`src/crf_map.svh`:
```
// constants for the cpu core register file
`ifndef CRF_MAP_SVH
`define CRF_MAP_SVH
// ----------------------------------------
// data-space mirror addresses
// ----------------------------------------
`define CRF_ADDR_PTR_FIRST  8'h80
`define CRF_ADDR_PTR_SECOND 8'h81
`define CRF_ADDR_SD_FIRST   8'h82
`define CRF_ADDR_SD_SECOND  8'h83
`define CRF_ADDR_ACC        8'hFF
// ----------------------------------------
// widths, reset values and stack sizing
// ----------------------------------------
`define CRF_PC_W            12
`define CRF_BANK_W          4
`define CRF_REG_RESET       8'h00
`define CRF_PC_RESET        12'hFFE
`define CRF_STACK_LEVELS    6
`define CRF_DEPTH_FULL      3'h6
`define CRF_DEPTH_EMPTY     3'h0
`endif

```
`src/crf_pkg.sv`:
```
// types for the cpu core register file
package crf_pkg;
  // program counter update source
  typedef enum logic [2:0] {
    PC_INCR             = 3'b000,
    PC_JUMP_ABSOLUTE    = 3'b001,
    PC_CALL             = 3'b010,
    PC_BRANCH           = 3'b011,
    PC_IRQ              = 3'b100,
    PC_SUBROUTINE_EXIT  = 3'b101,
    PC_INTERRUPT_EXIT   = 3'b110,
    PC_HOLD             = 3'b111
  } crf_pc_op_t;
  // execution context selecting the flag pair
  typedef enum logic [1:0] {
    CTX_NORMAL = 2'b00,
    CTX_INT    = 2'b01,
    CTX_NMI    = 2'b10
  } crf_ctx_t;
endpackage : crf_pkg

```
`src/crf_core_regs.sv`:
```
// programmer-visible registers, flags, pc and return stack of the cpu core
// Notes on behaviour
// - 8-bit accumulator, mirrored at data address FFh
// - pointer registers mirrored at 80h and 81h
// - short-direct registers mirrored at 82h and 83h
// - selected pointer gives indirect operand address
// - 12-bit program counter reaches 4096 bytes
// - bank switch register extends program space
// - relative branch adds signed offset to pc
// - pc loaded per event, held on PC_HOLD, else incremented
// - three carry/zero pairs, one per context
// - interrupt entry switches pair; exit restores previous, only two levels kept
// - pairs retained, used only in own context
// - carry from arithmetic, bit test; feeds rotate
// - zero flag tracks latest result equals zero
// - reset starts in nmi context
// - six-level 12-bit hardware return stack
// - push shifts deeper, pc into level one
// - pop moves level one to pc, shifts up
// - beyond six nestings stack stays deepest
// - return on empty stack leaves it, continues
// - reset clears stack, pc to 0FFEh
`timescale 1ns/1ps
`include "crf_map.svh"
module crf_core_regs (
  // clock and reset
  input  wire logic                       ref_clk,
  input  wire logic                       resetn,
  // data-space bus
  input  wire logic [7:0]                 dsAddr,
  input  wire logic                       dsWrEn,
  input  wire logic [7:0]                 dsWrData,
  input  wire logic                       dsRdEn,
  output logic                            dsHit,
  output logic      [7:0]                 dsRdData,
  // alu write-back to accumulator
  input  wire logic                       accWrEn,
  input  wire logic [7:0]                 accWrData,
  output logic      [7:0]                 accValue,
  // indirect addressing
  input  wire logic                       indSel,
  output logic      [7:0]                 indAddr,
  // program counter control
  input  wire crf_pkg::crf_pc_op_t        pcOp,
  input  wire logic [`CRF_PC_W-1:0]       pcTarget,
  input  wire logic [7:0]                 branchOffset,
  input  wire logic [`CRF_PC_W-1:0]       irqVector,
  input  wire logic                       irqIsNmi,
  output logic      [`CRF_PC_W-1:0]       pcValue,
  // program bank switch
  input  wire logic                       bankWrEn,
  input  wire logic [`CRF_BANK_W-1:0]     bankWrData,
  output logic      [`CRF_BANK_W-1:0]     progBank,
  // flag update from the alu
  input  wire logic                       carryWe,
  input  wire logic                       carryIn,
  input  wire logic                       zeroWe,
  input  wire logic                       zeroIn,
  output logic                            carryOut,
  output logic                            zeroOut,
  output crf_pkg::crf_ctx_t               ctxValue,
  output logic      [2:0]                 stackDepth
);
  // ----------------------------------------
  // storage
  // ----------------------------------------
  logic [7:0]               acc_reg, ptrFirst_reg, ptrSecond_reg, sdFirst_reg, sdSecond_reg;
  logic [`CRF_PC_W-1:0]     pc_reg, pc_next;
  logic [`CRF_BANK_W-1:0]   bank_reg;
  logic [`CRF_PC_W-1:0]     stack_reg [`CRF_STACK_LEVELS];
  logic [2:0]               depth_reg;
  crf_pkg::crf_ctx_t        ctx_reg, ctxPrev1_reg, ctxPrev2_reg;
  logic carryNormal_reg, zeroNormal_reg, carryInterrupt_reg, zeroInterrupt_reg, carryNmi_reg, zeroNmi_reg;
  logic [7:0]               rd_next;
  logic                     doPush, doPop;

  assign doPush = (pcOp == crf_pkg::PC_CALL) || (pcOp == crf_pkg::PC_IRQ);
  assign doPop  = (pcOp == crf_pkg::PC_SUBROUTINE_EXIT) || (pcOp == crf_pkg::PC_INTERRUPT_EXIT);

  // ----------------------------------------
  // data-space mirror
  // ----------------------------------------
  // address decode of the mirrored core registers
  always_comb begin
    dsHit   = 1'b1;
    rd_next = 8'h00;
    unique case (dsAddr)
      `CRF_ADDR_PTR_FIRST:  rd_next = ptrFirst_reg;
      `CRF_ADDR_PTR_SECOND: rd_next = ptrSecond_reg;
      `CRF_ADDR_SD_FIRST:   rd_next = sdFirst_reg;
      `CRF_ADDR_SD_SECOND:  rd_next = sdSecond_reg;
      `CRF_ADDR_ACC:        rd_next = acc_reg;
      default:              dsHit   = 1'b0;
    endcase
  end

  // registered read data, zero when not hit
  always_ff @(posedge ref_clk) begin
    if (!resetn) begin
      dsRdData <= 8'h00;
    end else if (dsRdEn) begin
      dsRdData <= rd_next;
    end
  end

  // accumulator; alu write-back wins over a bus write
  always_ff @(posedge ref_clk) begin
    if (!resetn) begin
      acc_reg <= `CRF_REG_RESET;
    end else if (accWrEn) begin
      acc_reg <= accWrData;
    end else if (dsWrEn && dsAddr == `CRF_ADDR_ACC) begin
      acc_reg <= dsWrData;
    end
  end

  // pointer and short-direct registers
  always_ff @(posedge ref_clk) begin
    if (!resetn) begin
      ptrFirst_reg  <= `CRF_REG_RESET;
      ptrSecond_reg <= `CRF_REG_RESET;
      sdFirst_reg   <= `CRF_REG_RESET;
      sdSecond_reg  <= `CRF_REG_RESET;
    end else if (dsWrEn) begin
      if (dsAddr == `CRF_ADDR_PTR_FIRST)  ptrFirst_reg  <= dsWrData;
      if (dsAddr == `CRF_ADDR_PTR_SECOND) ptrSecond_reg <= dsWrData;
      if (dsAddr == `CRF_ADDR_SD_FIRST)   sdFirst_reg   <= dsWrData;
      if (dsAddr == `CRF_ADDR_SD_SECOND)  sdSecond_reg  <= dsWrData;
    end
  end

  assign accValue = acc_reg;
  assign indAddr  = indSel ? ptrSecond_reg : ptrFirst_reg;

  // ----------------------------------------
  // program counter and bank
  // ----------------------------------------
  // next pc by event
  always_comb begin
    pc_next = 12'(pc_reg + 12'h001);
    unique case (pcOp)
      crf_pkg::PC_INCR:          pc_next = 12'(pc_reg + 12'h001);
      crf_pkg::PC_JUMP_ABSOLUTE: pc_next = pcTarget;
      crf_pkg::PC_CALL:          pc_next = pcTarget;
      crf_pkg::PC_BRANCH:        pc_next = 12'(pc_reg + {{4{branchOffset[7]}}, branchOffset});
      crf_pkg::PC_IRQ:           pc_next = irqVector;
      crf_pkg::PC_SUBROUTINE_EXIT,
      crf_pkg::PC_INTERRUPT_EXIT:
        pc_next = (depth_reg == `CRF_DEPTH_EMPTY) ? 12'(pc_reg + 12'h001) : stack_reg[0];
      crf_pkg::PC_HOLD:          pc_next = pc_reg;
    endcase
  end

  // pc register, reset vector on reset
  always_ff @(posedge ref_clk) begin
    if (!resetn) begin
      pc_reg <= `CRF_PC_RESET;
    end else begin
      pc_reg <= pc_next;
    end
  end

  // bank switch register
  always_ff @(posedge ref_clk) begin
    if (!resetn) begin
      bank_reg <= '0;
    end else if (bankWrEn) begin
      bank_reg <= bankWrData;
    end
  end

  assign pcValue  = pc_reg;
  assign progBank = bank_reg;

  // ----------------------------------------
  // return stack
  // ----------------------------------------
  // shift deeper on push, toward level one on pop
  always_ff @(posedge ref_clk) begin
    if (!resetn) begin
      for (int i = 0; i < `CRF_STACK_LEVELS; i++) stack_reg[i] <= '0;
      depth_reg <= `CRF_DEPTH_EMPTY;
    end else if (doPush) begin
      for (int i = `CRF_STACK_LEVELS - 1; i > 0; i--) stack_reg[i] <= stack_reg[i-1];
      stack_reg[0] <= pc_reg;
      if (depth_reg != `CRF_DEPTH_FULL) depth_reg <= 3'(depth_reg + 3'h1);
    end else if (doPop && depth_reg != `CRF_DEPTH_EMPTY) begin
      for (int i = 0; i < `CRF_STACK_LEVELS - 1; i++) stack_reg[i] <= stack_reg[i+1];
      stack_reg[`CRF_STACK_LEVELS-1] <= '0;
      depth_reg <= 3'(depth_reg - 3'h1);
    end
  end

  assign stackDepth = depth_reg;

  // ----------------------------------------
  // flag contexts
  // ----------------------------------------
  // context switch with two levels of history
  always_ff @(posedge ref_clk) begin
    if (!resetn) begin
      ctx_reg      <= crf_pkg::CTX_NMI;
      ctxPrev1_reg <= crf_pkg::CTX_NORMAL;
      ctxPrev2_reg <= crf_pkg::CTX_NORMAL;
    end else if (pcOp == crf_pkg::PC_IRQ) begin
      ctx_reg      <= irqIsNmi ? crf_pkg::CTX_NMI : crf_pkg::CTX_INT;
      ctxPrev1_reg <= ctx_reg;
      ctxPrev2_reg <= ctxPrev1_reg;
    end else if (pcOp == crf_pkg::PC_INTERRUPT_EXIT) begin
      ctx_reg      <= ctxPrev1_reg;
      ctxPrev1_reg <= ctxPrev2_reg;
      ctxPrev2_reg <= crf_pkg::CTX_NORMAL;
    end
  end

  // flag pairs; only the active pair updates
  always_ff @(posedge ref_clk) begin
    if (!resetn) begin
      carryNormal_reg    <= 1'b0;
      zeroNormal_reg     <= 1'b0;
      carryInterrupt_reg <= 1'b0;
      zeroInterrupt_reg  <= 1'b0;
      carryNmi_reg       <= 1'b0;
      zeroNmi_reg        <= 1'b0;
    end else begin
      unique case (ctx_reg)
        crf_pkg::CTX_NORMAL: begin
          if (carryWe) carryNormal_reg <= carryIn;
          if (zeroWe)  zeroNormal_reg  <= zeroIn;
        end
        crf_pkg::CTX_INT: begin
          if (carryWe) carryInterrupt_reg <= carryIn;
          if (zeroWe)  zeroInterrupt_reg  <= zeroIn;
        end
        crf_pkg::CTX_NMI: begin
          if (carryWe) carryNmi_reg <= carryIn;
          if (zeroWe)  zeroNmi_reg  <= zeroIn;
        end
        default: ;
      endcase
    end
  end

  // active pair to the alu, carry feeds rotate-left
  always_comb begin
    carryOut = carryNmi_reg;
    zeroOut  = zeroNmi_reg;
    unique case (ctx_reg)
      crf_pkg::CTX_NORMAL: begin carryOut = carryNormal_reg;    zeroOut = zeroNormal_reg;    end
      crf_pkg::CTX_INT:    begin carryOut = carryInterrupt_reg; zeroOut = zeroInterrupt_reg; end
      crf_pkg::CTX_NMI:    begin carryOut = carryNmi_reg;       zeroOut = zeroNmi_reg;       end
      default: ;
    endcase
  end

  assign ctxValue = ctx_reg;
endmodule : crf_core_regs

```
`config.mk`:
```
export PLATFORM = sky130hd
export DESIGN_NAME = crf_core_regs
export DESIGN_NICKNAME = d
export VERILOG_FILES = /design/src/crf_pkg.sv /design/src/crf_core_regs.sv
export VERILOG_INCLUDE_DIRS = /design/src
export SDC_FILE = /design/constraint.sdc
export NUM_CORES = 1
export LEC_CHECK = 0
export ABC_AREA = 1
export BUFFER_PORTS_ARGS = -buffer_cell sky130_fd_sc_hd__buf_2
export CAP_MARGIN = 25
export CORE_ASPECT_RATIO = 1.2
export CORE_MARGIN = 2
export CORE_UTILIZATION = 57
export CTS_CLUSTER_SIZE = 10
export DETAILED_ROUTE_END_ITERATION = 8
export PLACE_DENSITY = 0.8
export SLEW_MARGIN = 10
export SYNTH_ARGS = -nofsm -noshare
export SYNTH_HDL_FRONTEND = slang
export SYNTH_SLANG_ARGS = --single-unit
```
`constraint.sdc`:
```
create_clock -name ref_clk -period 4.49 [get_ports ref_clk]
set_input_delay 0.449 -clock ref_clk [delete_from_list [all_inputs] [get_ports ref_clk]]
set_output_delay 0.449 -clock ref_clk [all_outputs]
set_load 0.03 [all_outputs]
```
After elaboration in Yosys (flattened, before gate mapping)
Memories as Yosys holds them, arrays and structs flattened. Cells that the tools add are included.

Output and inout port bits: 48. Register bits after elaboration: 79. Logic and storage cells: 115. Memories: 1. Input bits: 75. Bits in writable memories: 72.

Memory list: stack_reg (words 6, width 12, read ports 6, clocked after memory_dff 0, wr ports 6, RTL line crf_core_regs.sv:70) `` logic [`CRF_PC_W-1:0] stack_reg [`CRF_STACK_LEVELS]; ``.

Add/sub/neg operators: 4. Bitwise logic cells: 12. Mux-type cells: 39. Eq/ne operators: 16. Reductions and logical operators: 25.

Operators with widths (count): $mux 12 (13); $pmux 12 s5 (1); $eq 8x8->1 const B (5); $pmux 8 s5 (1); $mux 8 (3); $reduce_and 2->1 (11); $mux 2 (7); $add 12x1->12 const B (1); $add 12x12->12 (1); $eq 3x3->1 const B (4); $or 1x1->1 (12); $mux 1 (9); $mux 3 (3); $eq 3x2->1 const B (2); $logic_not 3->1 (2); $reduce_bool 2->1 (3); $reduce_or 5->1 (1); $pmux 1 s2 (2); $reduce_or 2->1 (2); $add 3x1->3 const B (1); $eq 3x1->1 const B (1); $ne 3x3->1 const B (1); $reduce_bool 3->1 (1); $sub 3x1->3 const B (1); other kinds (6) (8).

Depth between registers and ports, before layout
Word-level depth: 8. Depth in mapped cells: 13. Depth with buffers taken out: 13.

Worst setup path after synthesis
No wires, ideal clock.

Path type: input to register. Start point: input resetn. End point: memory stack_reg[0][0] (netlist name) (enable). Setup slack: 1124 ps. Stages on the path: 4. Library setup time: 816 ps. Path buffers: 3. Data required time: 3674 ps. Arrival time: 2550 ps. Cell sequence: buf_2 > clkbuf_1 > clkbuf_1 > nand3_1.

RTL lines: from (decl) (RTL line crf_core_regs.sv:28) `input wire logic resetn,`; to (decl) (RTL line crf_core_regs.sv:70).

==> key figures <==
Logic synthesis
  – Cell count after synthesis: 990
  – Syn nets: 1,079
  – Synth Warn #: 0
  – Post-Syn Area: 7850 um^2
  – Synth cell types: 43
  – Post-synth EDFFs: 72
  – Yosys reg bits: 151
  – Register area share after synthesis: 0.477
  – Ys async rst share: 0
  – Ys flop type: dfxtp_1
  – Synth Area per Inst: 7.93 um^2

Global routing
  – Global-route wire length before repair: 32.0 mm
  – Number of global-route vias before repair: 6,777
  – Largest net degree at the start of global routing: 81
  – Grt ovf: 0
  – Tot GR Track Use: 0.270
  – Antenna violations before repair: 1

Final layout
  – Antenna Cells: 0
  – Fraction of layout cells with a size suffix above 1: 0.173
  – Final Net Count: 1,182
  – Fillers: 1,124
  – Area growth, synth to finish: 15.6%
  – Max reg flops: 72

STA
  – Tightest Pin Transition: 0.962 ns
  – Min Tclk post-route: 2.82 ns
  – Setup TNS: 0 ns
  – Setup Skew: 0.0102 ns
  – Final setup fails: 0
  – Slew Viols, Final: 0
  – RSZ-0062 raised after global routing: false
  – Fin crit share: 0.629
  – Max_slew headroom: 0.356
  – Fmax: 0.354 GHz
  – Hold violation total from the final report: 0

Outcome
  – Status: completed

Pwr
  – Clk pwr share: 0.395
  – Power, Total: 3.74 mW
  – Power Internal: 2.64 mW
  – Sequential share of power: 0.434
  – PwrDens: 413 nW/um^2
  – Switch Pwr: 1.10 mW
  – Combinational fraction of design power: 0.171
  – Maximum vdd drop: 0.284 mV
  – Sw Share: 0.294
  – Static Leak: 4.03 nW

Hold path
  – Worst min path class: in2reg

Routing
  – Via count: 7,075
  – Met2 WL: 10.1 mm
  – Post-route ant nets: 0
  – Highest metal used: met5
  – Drt initial violations: 518
  – DRC: 0
  – Routed wl met3: 1.27 mm
  – First-pass iteration count of the detailed router: 5
  – WL met1: 7.82 mm
  – Drt via density: 5.55
  – Detailed Route WL: 19.8 mm
  – WL/cell: 15.5 um

Floorplan
  – Die area: 14,700 um^2
  – Die Width: 111 um
  – Initial Utilization: 0.588
  – Row Count: 46
  – Core area: 13,400 um^2
  – Boundary Pins: 123
  – Die Ht: 133 um

Critical path
  – Kind of critical path: in2reg
  – Crit end category: flip-flop
  – R2R setup slack: 1.86 ns
  – Worst endpoint data arrival time: 2.91 ns
  – Worst setup SP type: input pin
  – CP max FO: 64
  – Worst EP required: 4.58 ns

Clock tree
  – Post-CTS Hold Buffers: 0
  – H-tree depth: 4
  – Inserted Clock Buffers: 17
  – TritonCTS clock tree: built
  – Clock buffer depth: 2
  – CTS Sinks: 151
  – CTS resizes: 0
  – Worst-Skew Late Latency: 0.43 ns
  – Clock transition at path regs: 0.06 ns
  – # Post-CTS Setup Buffers: 0
  – Root Buffer: clkbuf_16

Placement
  – Placer Congestion: 0.900
  – PortBufs: 122
  – HPWL Detailed: 14.1 mm

Flow run
  – Max cap viols: 0
[metrics by stage]
stage               utilization  area, um^2  hold WS [ns]  instances  worst slack [ns]
finish                    0.679        9070         0.247       1274              1.67
detailed placement        0.634        8460         0.441       1242              1.26
global route              0.679        9070         0.254       1274              1.47
floorplan                     -        7850         0.424        990              1.12
CTS                       0.679        9070         0.240       1274              1.69
global placement          0.634        8460         0.434       1242              1.29
[layer usage]
metal  up-vias  GRT usage
met2       275      0.485
met5         -          0
met1      3225      0.317
met4         2      0.109
li1       3523          -
met3        50     0.0541
[kinds of logic (layout without fill, tap and decap cells)]
logic type / Yosys count / after routing / share of synthesized area
adders and majority gates: 14 / 14 / 0.0242
xor gates and xnor gates: 6 / 6 / 0.00670
DFF: 151 / 151 / 0.477
muxes: 6 / 6 / 0.00861
AOI/OAI and AO/OA: 226 / 226 / 0.159
and+or+nand+nor: 397 / 397 / 0.224
buffers and inverters: 190 / 306 / 0.100
[path summary, 6_finish.rpt]
check | start | endpoint | depth (start not counted)
min | bankWrData[2] | progBank[2] | 3
min reg2reg | sdFirst_reg[0] | sdFirst_reg[0] | 2
max | pcOp[2] | stack_reg[2][6] | 8
max reg2reg | stackDepth[0] | stack_reg[2][6] | 5
[critical path: stages]
cell	delay, ns
buf_2	0.15
inv_2	0.08
nor2_4	0.18
nand2_4	0.12
o21ai_4	0.20
nand2_4	0.47
nand3_2	0.77
buf_4	0.47
[power groups by stage]
stage	Combinational, mW	Sequential [mW]	Clock, mW
detailed placement	0.630	1.65	0
global route	0.714	1.63	1.54
CTS	0.636	1.62	1.49
global placement	0.622	1.65	0
finish	0.640	1.62	1.48
floorplan	0.402	1.69	0
[layout by cell type (no fill, tap or decap), types with 3 or more instances in the layout]
cell type	n
nand3b_1	4
nor3_2	3
nand2_1	195
o21ai_1	14
o21ai_0	74
buf_2	122
nand4_1	7
nor3_1	9
inv_1	140
o22ai_1	43
nand2_2	7
ha_1	12
dfxtp_1	79
clkinvlp_4	3
nand3_1	82
xor2_1	3
o211ai_1	5
nand2_4	3
clkbuf_16	17
mux2_2	6
a21oi_1	69
xnor2_1	3
inv_6	3
a31oi_1	13
bufinv_16	3
nor2_4	3
inv_2	8
nor2_1	78
edfxtp_1	72
[cell usage after synthesis (3+ instances only)]
library cell / n / area share
nand3_1: 83 / 0.053
xnor2_1: 3 / 0.0033
nand4_1: 7 / 0.0056
nand2_1: 195 / 0.093
o22ai_1: 43 / 0.034
a21oi_1: 69 / 0.044
nor2_1: 78 / 0.037
o211ai_1: 5 / 0.0048
a31oi_1: 13 / 0.010
nand3b_1: 4 / 0.0038
nand2_4: 3 / 0.0043
buf_2: 14 / 0.0089
nand2_2: 7 / 0.0056
xor2_1: 3 / 0.0033
o21ai_0: 74 / 0.047
inv_1: 140 / 0.067
nor3_2: 3 / 0.0038
ha_1: 12 / 0.019
clkbuf_1: 15 / 0.0072
buf_6: 6 / 0.0086
inv_2: 8 / 0.0038
nor2_4: 3 / 0.0043
nor3_1: 9 / 0.0057
mux2_2: 6 / 0.0086
buf_4: 3 / 0.0029
dfxtp_1: 79 / 0.20
o21ai_1: 14 / 0.0089
edfxtp_1: 72 / 0.28
[layout make-up]
type	count	area [um^2]	area share
clock buffers	19	433	0.0477
clock inverters	13	171	0.0189
inverters	150	564	0.0622
multi-input cells	649	3320	0.366
flip-flops and latches	151	3740	0.413
well taps	168	210	0.0232
repair buffers	124	626	0.0690
Note: power is estimated with default switching activity, not from simulation.
